<file path="config.mk">
export PLATFORM = sky130hd
export DESIGN_NAME = phssl_top
export DESIGN_NICKNAME = d
export VERILOG_FILES = /design/src/core/phssl_pkg.sv /design/src/core/phssl_sync.sv /design/src/core/phssl_chan.sv /design/src/core/phssl_top.sv
export SDC_FILE = /design/constraint.sdc
export NUM_CORES = 1
export LEC_CHECK = 0
export ABC_AREA = 1
export BUFFER_PORTS_ARGS = -buffer_cell sky130_fd_sc_hd__buf_2
export CORE_UTILIZATION = 33
export CTS_BUF_LIST = sky130_fd_sc_hd__clkbuf_4
export DETAILED_ROUTE_END_ITERATION = 12
export PLACE_DENSITY = 0.51
export SLEW_MARGIN = 10
export SYNTH_ARGS = -nofsm -noshare
export SYNTH_HDL_FRONTEND = slang
export SYNTH_SLANG_ARGS = --single-unit
</file>
<file path="constraint.sdc">
create_clock -name CLK -period 2.6 [get_ports CLK]
set_input_delay 0.26 -clock CLK [delete_from_list [all_inputs] [get_ports CLK]]
set_output_delay 0.26 -clock CLK [all_outputs]
set_load 0.03 [all_outputs]
</file>
<file path="src/core/phssl_pkg.sv">
/*
 * package for the port c handshake status logic: register offsets,
 * field positions and the channel-to-pin and channel-to-register maps.
 * assumes a 4-bit register offset taken from the low address bits.
 */
package phssl_pkg;

    // ******************************
    // register offsets
    // ******************************
    localparam logic [3:0] REG_PDA  = 4'h0;
    localparam logic [3:0] REG_PORTA_ALT_DATA_ONE = 4'h1;
    localparam logic [3:0] REG_PORTA_ALT_DATA_TWO = 4'h2;
    localparam logic [3:0] REG_PDB  = 4'h3;
    localparam logic [3:0] REG_FSEL = 4'hb;
    localparam logic [3:0] REG_PORTB_ALT_DATA_ONE = 4'hc;
    localparam logic [3:0] REG_PORTB_ALT_DATA_TWO = 4'hd;
    localparam logic [3:0] REG_HSR  = 4'he;
    localparam logic [3:0] REG_HWR  = 4'hf;

    // ******************************
    // fields and reset values
    // ******************************
    localparam int         NCH       = 4;
    localparam int         FSEL_LSB  = 4;
    localparam int         PINC_LSB  = 4;
    localparam int         PIN_A1    = 4;
    localparam int         PIN_B1    = 6;
    localparam logic [3:0] FSEL_RST  = 4'h0;
    localparam logic [3:0] NIB_ZERO  = 4'h0;
    localparam logic [2:0] HSR_PAD   = 3'h0;
    localparam logic [7:0] BYTE_ZERO = 8'h00;

    // channel order = status bit: a1, b1, a2, b2
    // pin select index within pc4..pc7, channel 3 in the top field
    localparam logic [7:0]  CH_PIN = {2'h3, 2'h1, 2'h2, 2'h0};
    // data register whose access services each channel
    localparam logic [15:0] CH_REG = {REG_PORTB_ALT_DATA_TWO, REG_PORTA_ALT_DATA_TWO,
                                      REG_PORTB_ALT_DATA_ONE, REG_PORTA_ALT_DATA_ONE};

endpackage : phssl_pkg

</file>
<file path="src/core/phssl_sync.sv">
/*
 * two flip-flop synchroniser for pin inputs.
 * assumes the inputs are quasi-static relative to CLK.
 */
`timescale 1ns/1ps
module phssl_sync
    import phssl_pkg::*;
#(
    parameter int W = 8
)
(
    // clock and reset
    input  wire logic         clk,
    input  wire logic         rst,
    // data
    input  wire logic [W-1:0] d_in,
    output logic      [W-1:0] d_out
);
    typedef struct packed {
        logic [W-1:0] s1;
        logic [W-1:0] s2;
    } phssl_sync_st_t;

    phssl_sync_st_t st_reg;
    phssl_sync_st_t st_next;

    // refuse widths the packed state cannot hold
    if (W < 1)
    begin : g_bad_width
        $error("phssl_sync: W must be positive");
    end

    always_comb
    begin
        st_next.s1 = d_in;
        st_next.s2 = st_reg.s1;
    end

    always_ff @(posedge clk or posedge rst)
    begin
        if (rst) st_reg <= '0;
        else     st_reg <= st_next;
    end

    assign d_out = st_reg.s2;

endmodule : phssl_sync

</file>
<file path="src/core/phssl_chan.sv">
/*
 * one handshake channel: event flag plus overrun warning.
 * assumes event and clear pulses come from logic on CLK.
 */
`timescale 1ns/1ps
module phssl_chan
    import phssl_pkg::*;
(
    // clock and reset
    input  wire logic clk,
    input  wire logic rst,
    // strobes
    input  wire logic evt,
    input  wire logic flag_clr,
    input  wire logic warn_clr,
    // state
    output logic      flag,
    output logic      warn
);
    typedef struct packed {
        logic flag;
        logic warn;
    } phssl_chan_st_t;

    phssl_chan_st_t st_reg;
    phssl_chan_st_t st_next;

    always_comb
    begin
        // an event in the clearing cycle still lands
        st_next.flag = evt | (st_reg.flag & ~flag_clr);
        st_next.warn = (evt & st_reg.flag)
                     | (st_reg.warn & ~warn_clr);
    end

    always_ff @(posedge clk or posedge rst)
    begin
        if (rst) st_reg <= '0;
        else     st_reg <= st_next;
    end

    assign flag = st_reg.flag;
    assign warn = st_reg.warn;

endmodule : phssl_chan

</file>
<file path="src/core/phssl_top.sv">
/*
 * port c function select with handshake status and warning flags,
 * reached over a multiplexed address/data bus.
 * assumes the handshake control registers, port data latches and the
 * port c direction register live elsewhere and feed in on CLK.
 */
`timescale 1ns/1ps
module phssl_top
    import phssl_pkg::*;
(
    // system
    input  wire logic       CLK,
    input  wire logic       RST,
    // multiplexed bus pins
    input  wire logic       BUS_AS,
    input  wire logic       BUS_DS,
    input  wire logic       BUS_RW,
    input  wire logic       BUS_CS,
    input  wire logic [7:0] AD_IN,
    output logic      [7:0] AD_OUT,
    output logic            AD_OE_N,
    // port c pins and neighbouring registers
    input  wire logic [7:0] PC_PIN,
    input  wire logic [7:0] PORTC_DIRECTION,
    input  wire logic [3:0] HS_INPUT_EN,
    input  wire logic [3:0] HS_RISE_EDGE,
    input  wire logic [3:0] HS_IRQ_EN,
    // results
    output logic      [7:0] PC_DIR_EFF,
    output logic      [3:0] PIN_FUNCTION_SELECT,
    output logic            COMBINED_INTERRUPT_FLAG,
    output logic      [3:0] HS_ACCESS,
    output logic            LATCH_WR_A,
    output logic            LATCH_WR_B,
    output logic      [7:0] LATCH_DATA
);
    // ******************************
    // state
    // ******************************
    typedef struct packed {
        logic [3:0] addr;
        logic       as_q;
        logic       ds_q;
        logic       rw_q;
        logic       cs_q;
        logic [7:0] wdat;
        logic [3:0] pin_q;
        logic [3:0] fsel;
        logic       buf_v;
        logic [1:0] buf_idx;
        logic       buf_w;
        logic       combined_interrupt_flag;
        logic [7:0] ad_out;
        logic       ad_oe_n;
        logic [7:0] dir_eff;
        logic       wr_a;
        logic       wr_b;
        logic [7:0] ldat;
        logic [3:0] acc;
    } phssl_state_t;

    phssl_state_t st_reg;
    phssl_state_t st_next;

    logic [15:0]    sync_in;
    logic [15:0]    sync_out;
    logic           as_s;
    logic           ds_s;
    logic           rw_s;
    logic           cs_s;
    logic [7:0]     ad_s;
    logic [3:0]     pin_s;
    logic           acc_end;
    logic           rd_end;
    logic           wr_end;
    logic           hwr_rd;
    logic [3:0]     evt;
    logic [3:0]     clr;
    logic [3:0]     wclr;
    logic [3:0]     flag;
    logic [3:0]     warn;
    logic [7:0]     rdata;

    // ******************************
    // pin synchronisers
    // ******************************
    assign sync_in = {BUS_AS, BUS_DS, BUS_RW, BUS_CS, AD_IN,
                      PC_PIN[PINC_LSB +: 4]};

    phssl_sync #(.W(16)) u_sync (
        .clk   (CLK),
        .rst   (RST),
        .d_in  (sync_in),
        .d_out (sync_out)
    );

    assign as_s  = sync_out[15];
    assign ds_s  = sync_out[14];
    assign rw_s  = sync_out[13];
    assign cs_s  = sync_out[12];
    assign ad_s  = sync_out[11:4];
    assign pin_s = sync_out[3:0];

    // ******************************
    // bus cycle decode
    // ******************************
    // effects act once, at the end of the data strobe
    assign acc_end = st_reg.ds_q & ~ds_s & st_reg.cs_q;
    assign rd_end  = acc_end & st_reg.rw_q;
    assign wr_end  = acc_end & ~st_reg.rw_q;
    assign hwr_rd  = rd_end & (st_reg.addr == REG_HWR);

    // ******************************
    // channels
    // ******************************
    genvar gi;
    generate
        for (gi = 0; gi < NCH; gi++)
        begin : g_ch
            logic [1:0] pidx;
            logic       edge_ok;
            assign pidx    = CH_PIN[2*gi +: 2];
            assign edge_ok = (pin_s[pidx] ^ st_reg.pin_q[pidx])
                           & (pin_s[pidx] == HS_RISE_EDGE[gi]);
            // only handshake-selected pins may post events
            assign evt[gi] = st_reg.fsel[pidx] & HS_INPUT_EN[gi]
                           & edge_ok;
            assign clr[gi] = acc_end
                           & (st_reg.addr == CH_REG[4*gi +: 4]);
            assign wclr[gi] = hwr_rd & st_reg.buf_v & st_reg.buf_w
                            & (st_reg.buf_idx == 2'(gi));

            phssl_chan u_chan (
                .clk      (CLK),
                .rst      (RST),
                .evt      (evt[gi]),
                .flag_clr (clr[gi]),
                .warn_clr (wclr[gi]),
                .flag     (flag[gi]),
                .warn     (warn[gi])
            );
        end
    endgenerate

    // ******************************
    // read data
    // ******************************
    always_comb
    begin
        if (st_reg.addr == REG_FSEL)
            rdata = {st_reg.fsel, NIB_ZERO};
        else if (st_reg.addr == REG_HSR)
            rdata = {st_reg.combined_interrupt_flag, HSR_PAD, flag};
        else if (st_reg.addr == REG_HWR)
            rdata = {NIB_ZERO, warn};
        else
            rdata = BYTE_ZERO;
    end

    // ******************************
    // next state
    // ******************************
    always_comb
    begin
        st_next       = st_reg;
        st_next.as_q  = as_s;
        st_next.ds_q  = ds_s;
        st_next.rw_q  = rw_s;
        st_next.cs_q  = cs_s;
        st_next.wdat  = ad_s;
        st_next.pin_q = pin_s;
        st_next.wr_a  = 1'b0;
        st_next.wr_b  = 1'b0;
        st_next.acc   = clr;
        if (st_reg.as_q && !as_s)
            st_next.addr = ad_s[3:0];
        // status register has no write path at all
        if (wr_end && st_reg.addr == REG_FSEL)
            st_next.fsel = st_reg.wdat[FSEL_LSB +: 4];
        if (wr_end && st_reg.addr == REG_PDA)
            st_next.wr_a = 1'b1;
        if (wr_end && (st_reg.addr == REG_PDB
                       || st_reg.addr == REG_PORTB_ALT_DATA_ONE))
            st_next.wr_b = 1'b1;
        st_next.ldat = st_reg.wdat;
        // a newer data read replaces the buffered warning
        if (hwr_rd)
            st_next.buf_v = 1'b0;
        for (int i = 0; i < NCH; i++)
        begin
            if (rd_end && st_reg.addr == CH_REG[4*i +: 4])
            begin
                st_next.buf_v   = 1'b1;
                st_next.buf_idx = 2'(i);
                st_next.buf_w   = warn[i];
            end
        end
        st_next.combined_interrupt_flag = |(flag & HS_IRQ_EN);
        st_next.dir_eff = PORTC_DIRECTION;
        if (st_reg.fsel[PIN_A1 - PINC_LSB])
            st_next.dir_eff[PIN_A1] = 1'b0;
        if (st_reg.fsel[PIN_B1 - PINC_LSB])
            st_next.dir_eff[PIN_B1] = 1'b0;
        if (ds_s && rw_s && cs_s && (st_reg.addr == REG_FSEL
            || st_reg.addr == REG_HSR || st_reg.addr == REG_HWR))
        begin
            st_next.ad_oe_n = 1'b0;
            st_next.ad_out  = rdata;
        end
        else
        begin
            st_next.ad_oe_n = 1'b1;
            st_next.ad_out  = BYTE_ZERO;
        end
    end

    always_ff @(posedge CLK or posedge RST)
    begin
        if (RST)
        begin
            st_reg         <= '0;
            st_reg.fsel    <= FSEL_RST;
            st_reg.combined_interrupt_flag    <= 1'b0;
            st_reg.ad_oe_n <= 1'b1;
        end
        else
        begin
            st_reg <= st_next;
        end
    end

    // ******************************
    // outputs
    // ******************************
    assign AD_OUT                  = st_reg.ad_out;
    assign AD_OE_N                 = st_reg.ad_oe_n;
    assign PC_DIR_EFF              = st_reg.dir_eff;
    assign PIN_FUNCTION_SELECT     = st_reg.fsel;
    assign COMBINED_INTERRUPT_FLAG = st_reg.combined_interrupt_flag;
    assign HS_ACCESS               = st_reg.acc;
    assign LATCH_WR_A              = st_reg.wr_a;
    assign LATCH_WR_B              = st_reg.wr_b;
    assign LATCH_DATA              = st_reg.ldat;
endmodule : phssl_top

</file>
==> results of run 1 <==
==> worst max-delay path, stage by stage (launching register included) <==
cell and delay, ns:
dfrtp_1 0.42, inv_1 0.09, nand3_1 0.25, nor2_2 0.27, o21ai_1 0.18, nand3_1 0.12, nand2_1 0.05
==> through the flow <==
| stage | worst slack, ns | hold WS [ns] | std cells | power [mW] |
|---|---|---|---|---|
| after floorplan | 1.15 | 0.291 | 301 | 2.05 |
| after global placement | 1.16 | 0.332 | 480 | 2.14 |
| after detailed placement | 1.14 | 0.335 | 480 | 2.15 |
| after CTS | 1.11 | 0.0212 | 521 | 3.01 |
| after global routing | 0.902 | 0.00345 | 521 | 3.12 |
| final | 1.11 | 0.0457 | 521 | 2.95 |
==> power breakdown <==
group,switching (mW),internal (mW),total [mW]
sequential,0.0962,1.68,1.78
clock,0.487,0.321,0.808
combinational,0.230,0.136,0.366
==> final cells by class <==
class	instances	share of cell area, %
Multi-Input combinational cell	137	15.3
Sequential cell	100	58.9
Tap cell	136	4.00
Clock buffer	11	1.94
Clock inverter	5	1.44
Timing Repair Buffer	100	15.4
Inverter	32	2.92
==> kinds of logic (layout without fill, tap and decap cells) <==
family	count (synthesis)	count (layout)
AOI/OAI and AO/OA	25	25
DFF	100	100
buffers and inverters	64	148
and+or+nand+nor	110	110
muxes	2	2
==> Yosys cell counts <==
master	count
dfrtp_1	99
nand2_1	54
buf_4	32
inv_1	29
nand3_1	18
nor2_1	17
nand4_1	11
a21oi_1	8
o21ai_1	7
o21ai_0	6
o21bai_1	4
inv_2	3
nor3_1	3
mux2_2	2
nand2_2	2
nor2_2	2
dfstp_2	1
nand3_2	1
nand3b_1	1
nor2_4	1
==> path summary, 6_finish.rpt <==
kind                                           endpoint  slack, ns  depth (start not counted)
worst min-delay path            COMBINED_INTERRUPT_FLAG       0.05                          3
min in group asynchronous                 PC_DIR_EFF[3]       0.52                          3
worst max register to register               st_reg[32]       1.11                          6
max in group asynchronous                    st_reg[53]       1.45                          4
worst min register to register          u_sync.d_out[9]       0.36                          0
worst max-delay path                         st_reg[32]       1.11                          6
==> routing by layer <==
metal | vias to the layer above | wire length, um
li1 | 1083 | -
met1 | 1048 | 2910
met2 | 77 | 2930
met3 | 7 | 375
met4 | 0 | 76
met5 | - | 0
==> what timing repair did <==
item                                    CTS  global route
hold endpoints to repair                 60             0
resized for setup                         0             0
endpoints found under the setup margin    0             0
hold buffers                             25             0
==> reports/qor.yml, run 1 <==
post_cts_buffers: 0
synth_cells: 301
period_share_pct: 57.2
synth_adder_area_share_pct: 0
fin_skew_ns: 0.0154
clk_latency_ns: 0.43
cts_buffer_depth: 2
drt_iter0_drc: 137
via_per_inst: 4.25
fin_util_pct: 41.2
cts_made_buffers: 9
vdd_drop_max_uv: 250
mostFrequentLayoutCell: "dfrtp_1"
area.sequential_um2: 2500
ys_seq_elements: 100
drc: 0
slew_headroom_pct: 42.9
critPathLaunchType: "flip-flop"
synth.largest_area_cell: "dfrtp_1"
antenna_found_initial: 0
yosysSeqAreaShare_pct: 71.2
diodes: 0
clock_sinks: 100
drive_gt1_share_pct: 27.0
hpwlAfterDp_um: 4490
leakage_nw: 2.12
n_fill_cell: 1002
grt_pass1_wl_um: 10500
finalNetCount: 422
grt-ovfl-total: 0
cts-htree-levels: 3
critPathCaptureType: "flip-flop"
multi_input_area_um2: 652
wl_um: 6300
core_um2: 10300
ant_nets: 0
busiest_layer: "met2"
die_w_um: 105
place_area_um2: 3850
synthMuxAreaShare_pct: 0.641
crit_required_ns: 2.93
groute.usage.overall_pct: 12.5
initial_utilization_pct: 34.1
r2r_start: "u_sync.d_out[14]"
syn_area_um2: 3520
synth_cell_types: 20
synthXorXnorAreaFrac_pct: 0
place_congestion: 0.789
grt.met1_usage_pct: 16.4
outcome: "completed"
synth-simple-area-share_pct: 14.1
area.growth.synth_to_final_pct: 20.9
path_class: "flip-flop to flip-flop"
synth_top_family_by_area: "simple AND/OR/NAND/NOR gates"
vias: 2215
layout_common_cells: "dfrtp_1, buf_2, nand2_1"
finalHoldViolCount: 0
met3_usage_pct: 3.71
synth_area_per_cell_um2: 11.7
setup.worst_path.start: "u_sync.d_out[14]"
grt_pass1_vias: 2154
wl_per_cell_um: 12.1
p_per_area_nw_per_um2: 694
tightest_slew_ns: 0.855
grt_start_max_net_pins: 40
path_clk_slew_ns: 0.14
ios: 78
slew_viol_final: 0
min_path_type: "primary input to flip-flop"
drv_cap: 0
critical_path_arrival_ns: 1.82
period_needed_ns: 1.49
final_area_um2: 4250
rsz0062_at_grt: "no"
cts_tree: "yes"
finalSetupViolCount: 0
dieArea_um2: 11100
ys_top_cells_by_area: "dfrtp_1, buf_4, nand2_1, inv_1, nand3_1"
yosys_warnings: 0
fin_tns_setup_ns: 0
clock.fmax_ghz: 0.673
met2_usage_pct: 19.3
first_pass_iters: 4
syn_nets: 343
hp-start: "HS_IRQ_EN[3]"
numPortBuffers: 73
cp_max_fo: 7
die_h_um: 105
synth_top_area_share_pct: 70.5
row_count: 37
cts_root_buffer: "clkbuf_4"
synth_compound_area_share_pct: 3.84
Power figures use the tool's default switching activity.
==> inputs of run 2 (changes only) <==
--- a/config.mk
+++ b/config.mk
@@ -10,7 +10,7 @@
 export CORE_UTILIZATION = 33
 export CTS_BUF_LIST = sky130_fd_sc_hd__clkbuf_4
 export DETAILED_ROUTE_END_ITERATION = 12
-export PLACE_DENSITY = 0.51
+export PLACE_DENSITY = 0.49
 export SLEW_MARGIN = 10
 export SYNTH_ARGS = -nofsm -noshare
 export SYNTH_HDL_FRONTEND = slang
==> constraint.sdc (replaced) <==
create_clock -name CLK -period 1.43 [get_ports CLK]
set_input_delay 0.143 -clock CLK [delete_from_list [all_inputs] [get_ports CLK]]
set_output_delay 0.143 -clock CLK [all_outputs]
set_load 0.03 [all_outputs]
==> run 2 against run 1 <==
Net effect: non-clock buffer count increased by 6; sequential cell count stayed put; largest cell class unchanged; combinational power increased by 87%; global-route usage is 0.15 points lower; largest power group unchanged.
==> reports/qor.yml, run 2 (same netlist as run 1, synthesis figures left out) <==
mostFrequentLayoutCell: "dfrtp_1"
cts_tree: "yes"
grt_pass1_vias: 2115  # -1.8%
min_path_type: "primary input to flip-flop"
path_class: "flip-flop to output pin"
crit_required_ns: 1.29  # -1.64 ns
n_fill_cell: 979  # -2.3%
die_h_um: 105  # unchanged
outcome: "completed"
numPortBuffers: 73  # unchanged
clock_sinks: 100  # unchanged
critical_path_arrival_ns: 1.17  # -0.65 ns
drc: 0  # unchanged
slew_headroom_pct: 64.9  # +22 points
antenna_found_initial: 0  # unchanged
finalNetCount: 428  # +1.4%
via_per_inst: 4.17  # -1.9%
groute.usage.overall_pct: 12.3  # -0.15 points
diodes: 0  # unchanged
ios: 78  # unchanged
grt_pass1_wl_um: 10200  # -2.4%
finalHoldViolCount: 0  # unchanged
grt-ovfl-total: 0  # unchanged
drv_cap: 0  # unchanged
path_clk_slew_ns: 0.16  # +0.02 ns
cts_buffer_depth: 2  # unchanged
cp_max_fo: 1  # -6
cts_made_buffers: 9  # unchanged
critical-path-top-delay-family: "flip-flops"
slowest_delay_ns: 0.55  # +0.13 ns
wl_um: 6370  # +1.1%
place_congestion: 0.765  # -3.1%
slew_viol_final: 0  # unchanged
grt_start_max_net_pins: 101  # +150%
drive_gt1_share_pct: 28.1  # +1.1 points
layout_common_cells: "dfrtp_1, buf_2, nand2_1"
period_share_pct: 92.0
initial_utilization_pct: 34.1  # unchanged
row_count: 37  # unchanged
period_needed_ns: 1.32
critPathLaunchType: "flip-flop"
hpwlAfterDp_um: 4290  # -4.5%
dp.cells: 481  # +0.21%
wl_per_cell_um: 12.1  # about the same
dieArea_um2: 11100  # unchanged
path_cells: "buf_2"
cts_root_buffer: "clkbuf_4"
finalSetupViolCount: 0  # unchanged
drt_iter0_drc: 142  # +3.6%
vias: 2199  # -0.72%
fin_skew_ns: 0.0182  # +0.00282 ns
area.growth.synth_to_final_pct: 22.6
die_w_um: 105  # unchanged
ant_nets: 0  # unchanged
vdd_drop_max_uv: 667  # +170%
final_cells: 527  # +1.2%
tightest_slew_ns: 0.527  # -0.328 ns
critPathCaptureType: "output pin"
timing.hold.ws_ns: 0.0505  # +0.00479 ns
clock.fmax_ghz: 0.760
core_um2: 10300  # unchanged
leakage_nw: 2.12  # -0.11%
slowest_stage: "dfstp_2"
cp.buffers_inverters: 1  # unchanged
p_per_area_nw_per_um2: 1210  # +74%
cts-htree-levels: 3  # unchanged
clk_latency_ns: 0.44  # about the same
first_pass_iters: 4  # unchanged
-- run 2: worst paths after layout --
path / start / end / slack (ns) / cells after the start
worst max-delay path: AD_OE_N / AD_OE_N / 0.11 / 1
min in group asynchronous: RST / u_sync.st_next[10] / 0.35 / 4
worst min register to register: u_sync.st_next[8] / u_sync.d_out[8] / 0.35 / 0
max in group asynchronous: RST / st_reg[58] / 0.63 / 4
worst max register to register: u_sync.d_out[14] / st_reg[32] / 0.15 / 6
worst min-delay path: HS_RISE_EDGE[0] / g_ch[0].u_chan.warn / 0.05 / 4
-- run 2: routing by layer --
metal / global-route usage (%) / part of all wire (%) / up-vias
met5: 0 / 0 / -
met4: 5.73 / 1.9 / 0
met3: 4.08 / 5.3 / 10
met2: 19.7 / 47 / 62
met1: 15.0 / 45 / 1032
li1: - / - / 1095
-- run 2: cell type report --
type	instances	area [um2]	share of cell area, %
inverter	32	124	2.87
clock buffer	9	67.6	1.57
timing repair buffer	106	701	16.3
multi-input combinational	137	689	16.0
clock inverter	7	51.3	1.19
sequential	100	2510	58.2
tap	136	170	3.95
-- run 2: power by group --
part           switching [mW]  internal, mW  total (mW)
logic                   0.426         0.259       0.685
clock network           0.919         0.367        1.29
registers               0.180          3.06        3.24
-- run 2: repair_timing --
item	CTS	global route
endpoints found under the setup margin	1	12
buffers inserted	0	0
hold endpoints to repair	129	0
hold buffers	30	0
gates resized for setup	1	9
-- run 2: metrics by stage --
step                worst slack, ns  power (mW)  utilization [%]  TNS [ns]  cell area [um2]
finish                        0.114        5.21             41.7         0             4310
global route               -0.00451        5.49             41.7  -0.00451             4310
CTS                         0.00827        5.30             41.4         0             4270
detailed placement          0.00938        3.91             37.3         0             3850
global placement             0.0312        3.90             37.3         0             3850
floorplan                    0.0982        3.73                -         0             3520
==> inputs of run 3 (changes only) <==
--- a/config.mk
+++ b/config.mk
@@ -6,11 +6,12 @@
 export NUM_CORES = 1
 export LEC_CHECK = 0
 export ABC_AREA = 1
-export BUFFER_PORTS_ARGS = -buffer_cell sky130_fd_sc_hd__buf_2
 export CORE_UTILIZATION = 33
 export CTS_BUF_LIST = sky130_fd_sc_hd__clkbuf_4
 export DETAILED_ROUTE_END_ITERATION = 12
-export PLACE_DENSITY = 0.49
+export DONT_BUFFER_PORTS = 1
+export MAX_ROUTING_LAYER = met4
+export PLACE_DENSITY = 0.43
 export SLEW_MARGIN = 10
 export SYNTH_ARGS = -nofsm -noshare
 export SYNTH_HDL_FRONTEND = slang
==> run 3 against run 2 <==
Net effect: fmax is 1.6% higher; clock skew hardly changed; clock-buffer cell count stayed put; sequential cell count stayed put; die area stayed put; utilization is 3.0 points lower; worst hold slack worse by 0.038 ns; total power is 0.11% lower; sequential share of layout area is 4.5 points higher.
==> reports/qor.yml, run 3 (same netlist as run 1, synthesis figures left out) <==
grt_pass1_vias: 2105  # -0.47%
period_needed_ns: 1.30  # -0.0208 ns
cts_root_buffer: "clkbuf_4"
cts_buffer_depth: 2  # unchanged
path_clk_slew_ns: 0.16  # about the same
fin_skew_ns: 0.0185  # +0.000306 ns
hpwlAfterDp_um: 4220  # -1.7%
finalSetupViolCount: 0  # unchanged
clock.fmax_ghz: 0.772  # +1.6%
drt_iter0_drc: 93  # -35%
post_cts_buffers: 0  # unchanged
antenna_found_initial: 0  # unchanged
initial_utilization_pct: 34.1  # unchanged
cts-htree-levels: 3  # unchanged
critPathLaunchType: "flip-flop"
cp_max_fo: 4  # +3
finalWorstSetupSlack_ns: 0.134  # +0.0208 ns
clk_latency_ns: 0.44  # about the same
finalHoldViolCount: 0  # unchanged
place_ws_ns: 0.0228  # +0.0135 ns
via_per_inst: 4.39  # +5.3%
die_w_um: 105  # unchanged
place_congestion: 0.824  # +7.8%
die_h_um: 105  # unchanged
path_class: "flip-flop to flip-flop"
dieArea_um2: 11100  # unchanged
ios: 78  # unchanged
vias: 2030  # -7.7%
numPortBuffers: 0  # -100%
grt_pass1_wl_um: 10500  # +2.5%
min_path_type: "primary input to flip-flop"
drc: 0  # unchanged
drv_cap: 0  # unchanged
ant_nets: 0  # unchanged
critPathCaptureType: "flip-flop"
core_um2: 10300  # unchanged
diodes: 0  # unchanged
cts_made_buffers: 9  # unchanged
grt_start_max_net_pins: 101  # unchanged
groute.usage.overall_pct: 12.9  # +0.62 points
row_count: 37  # unchanged
clock_sinks: 100  # unchanged
vdd_drop_max_uv: 590  # -12%
wl_per_cell_um: 13.6  # +13%
first_pass_iters: 5  # +1
layout_common_cells: "dfrtp_1, nand2_1, dlygate4sd3_1"
leakage_nw: 1.85  # -12%
critical_path_arrival_ns: 1.64  # +0.47 ns
cts_tree: "yes"
finalNetCount: 363  # -15%
area.growth.synth_to_final_pct: 13.7
p_per_area_nw_per_um2: 1300  # +7.7%
slew_viol_final: 0  # unchanged
slew_headroom_pct: 66.2  # +1.3 points
period_share_pct: 90.6  # -1.5 points
dp.cells: 412  # -14%
wl_um: 6290  # -1.1%
final_cells: 462  # -12%
p_total_mw: 5.20  # -0.11%
outcome: "completed"
tightest_slew_ns: 0.507  # -0.0198 ns
drive_gt1_share_pct: 12.3  # -16 points
mostFrequentLayoutCell: "dfrtp_1"
crit_required_ns: 1.78  # +0.49 ns
grt-ovfl-total: 0  # unchanged
fin_tns_setup_ns: 0  # unchanged
## run 3: cell types whose count changed in the layout (fill, tap and decap cells not counted), moves of 2 or more
cell	before	now
nor3_2	2	0
clkinv_1	2	0
clkinvlp_4	3	1
inv_6	1	3
buf_4	2	6
clkinv_2	0	2
dlygate4sd3_1	30	34
nor3_1	1	3
buf_2	73	0
## run 3: final timing paths
check	from	to	slack, ns	cells past startpoint
max	g_ch[1].u_chan.flag	COMBINED_INTERRUPT_FLAG	0.13	3
min	HS_INPUT_EN[3]	g_ch[3].u_chan.warn	0.01	4
min reg2reg	u_sync.st_next[8]	u_sync.d_out[8]	0.35	0
min in group asynchronous	RST	u_sync.st_next[10]	0.31	3
max in group asynchronous	RST	g_ch[0].u_chan.warn	0.73	3
max reg2reg	g_ch[1].u_chan.flag	COMBINED_INTERRUPT_FLAG	0.13	3
## run 3: what timing repair did
action,4_1_cts,5_1_grt
gates resized for setup,1,4
hold endpoints to repair,132,0
pin swaps,0,0
hold buffers,35,0
endpoints found under the setup margin,1,7
## run 3: per-stage QoR
stage          cell area, um2  utilization (%)  hold slack (ns)
2_1_floorplan            3520                -            0.174
3_3_place_gp             3510             34.0            0.174
3_5_place_dp             3510             34.0            0.174
4_1_cts                  3990             38.7          0.00364
5_1_grt                  4000             38.7          0.00900
6_report                 4000             38.7           0.0124
## run 3: where the power goes
part	internal, mW	switching (mW)	total (mW)
Clock	0.387	0.956	1.34
Combinational	0.215	0.310	0.525
Sequential	3.05	0.280	3.33
Total	3.66	1.55	5.20
## run 3: cell type report
cell class | instances | area (um2)
Timing Repair Buffer | 41 | 405
Inverter | 32 | 124
Sequential cell | 100 | 2500
Fill cell | 979 | 6330
Tap cell | 136 | 170
Multi-Input combinational cell | 137 | 668
Clock inverter | 7 | 56.3
Clock buffer | 9 | 67.6
## run 3: critical path, cell delays in order (launching register included)
cell,delay [ns]
dfrtp_1,0.48
nand2_1,0.09
nand4_1,0.08
dlygate4sd3_1,0.56
## run 3: per-layer routing
layer	GRT usage (%)	part of all wire (%)
met1	15.8	46
met2	19.8	47
met3	4.39	5.2
met4	5.03	1.9
met5	-	0
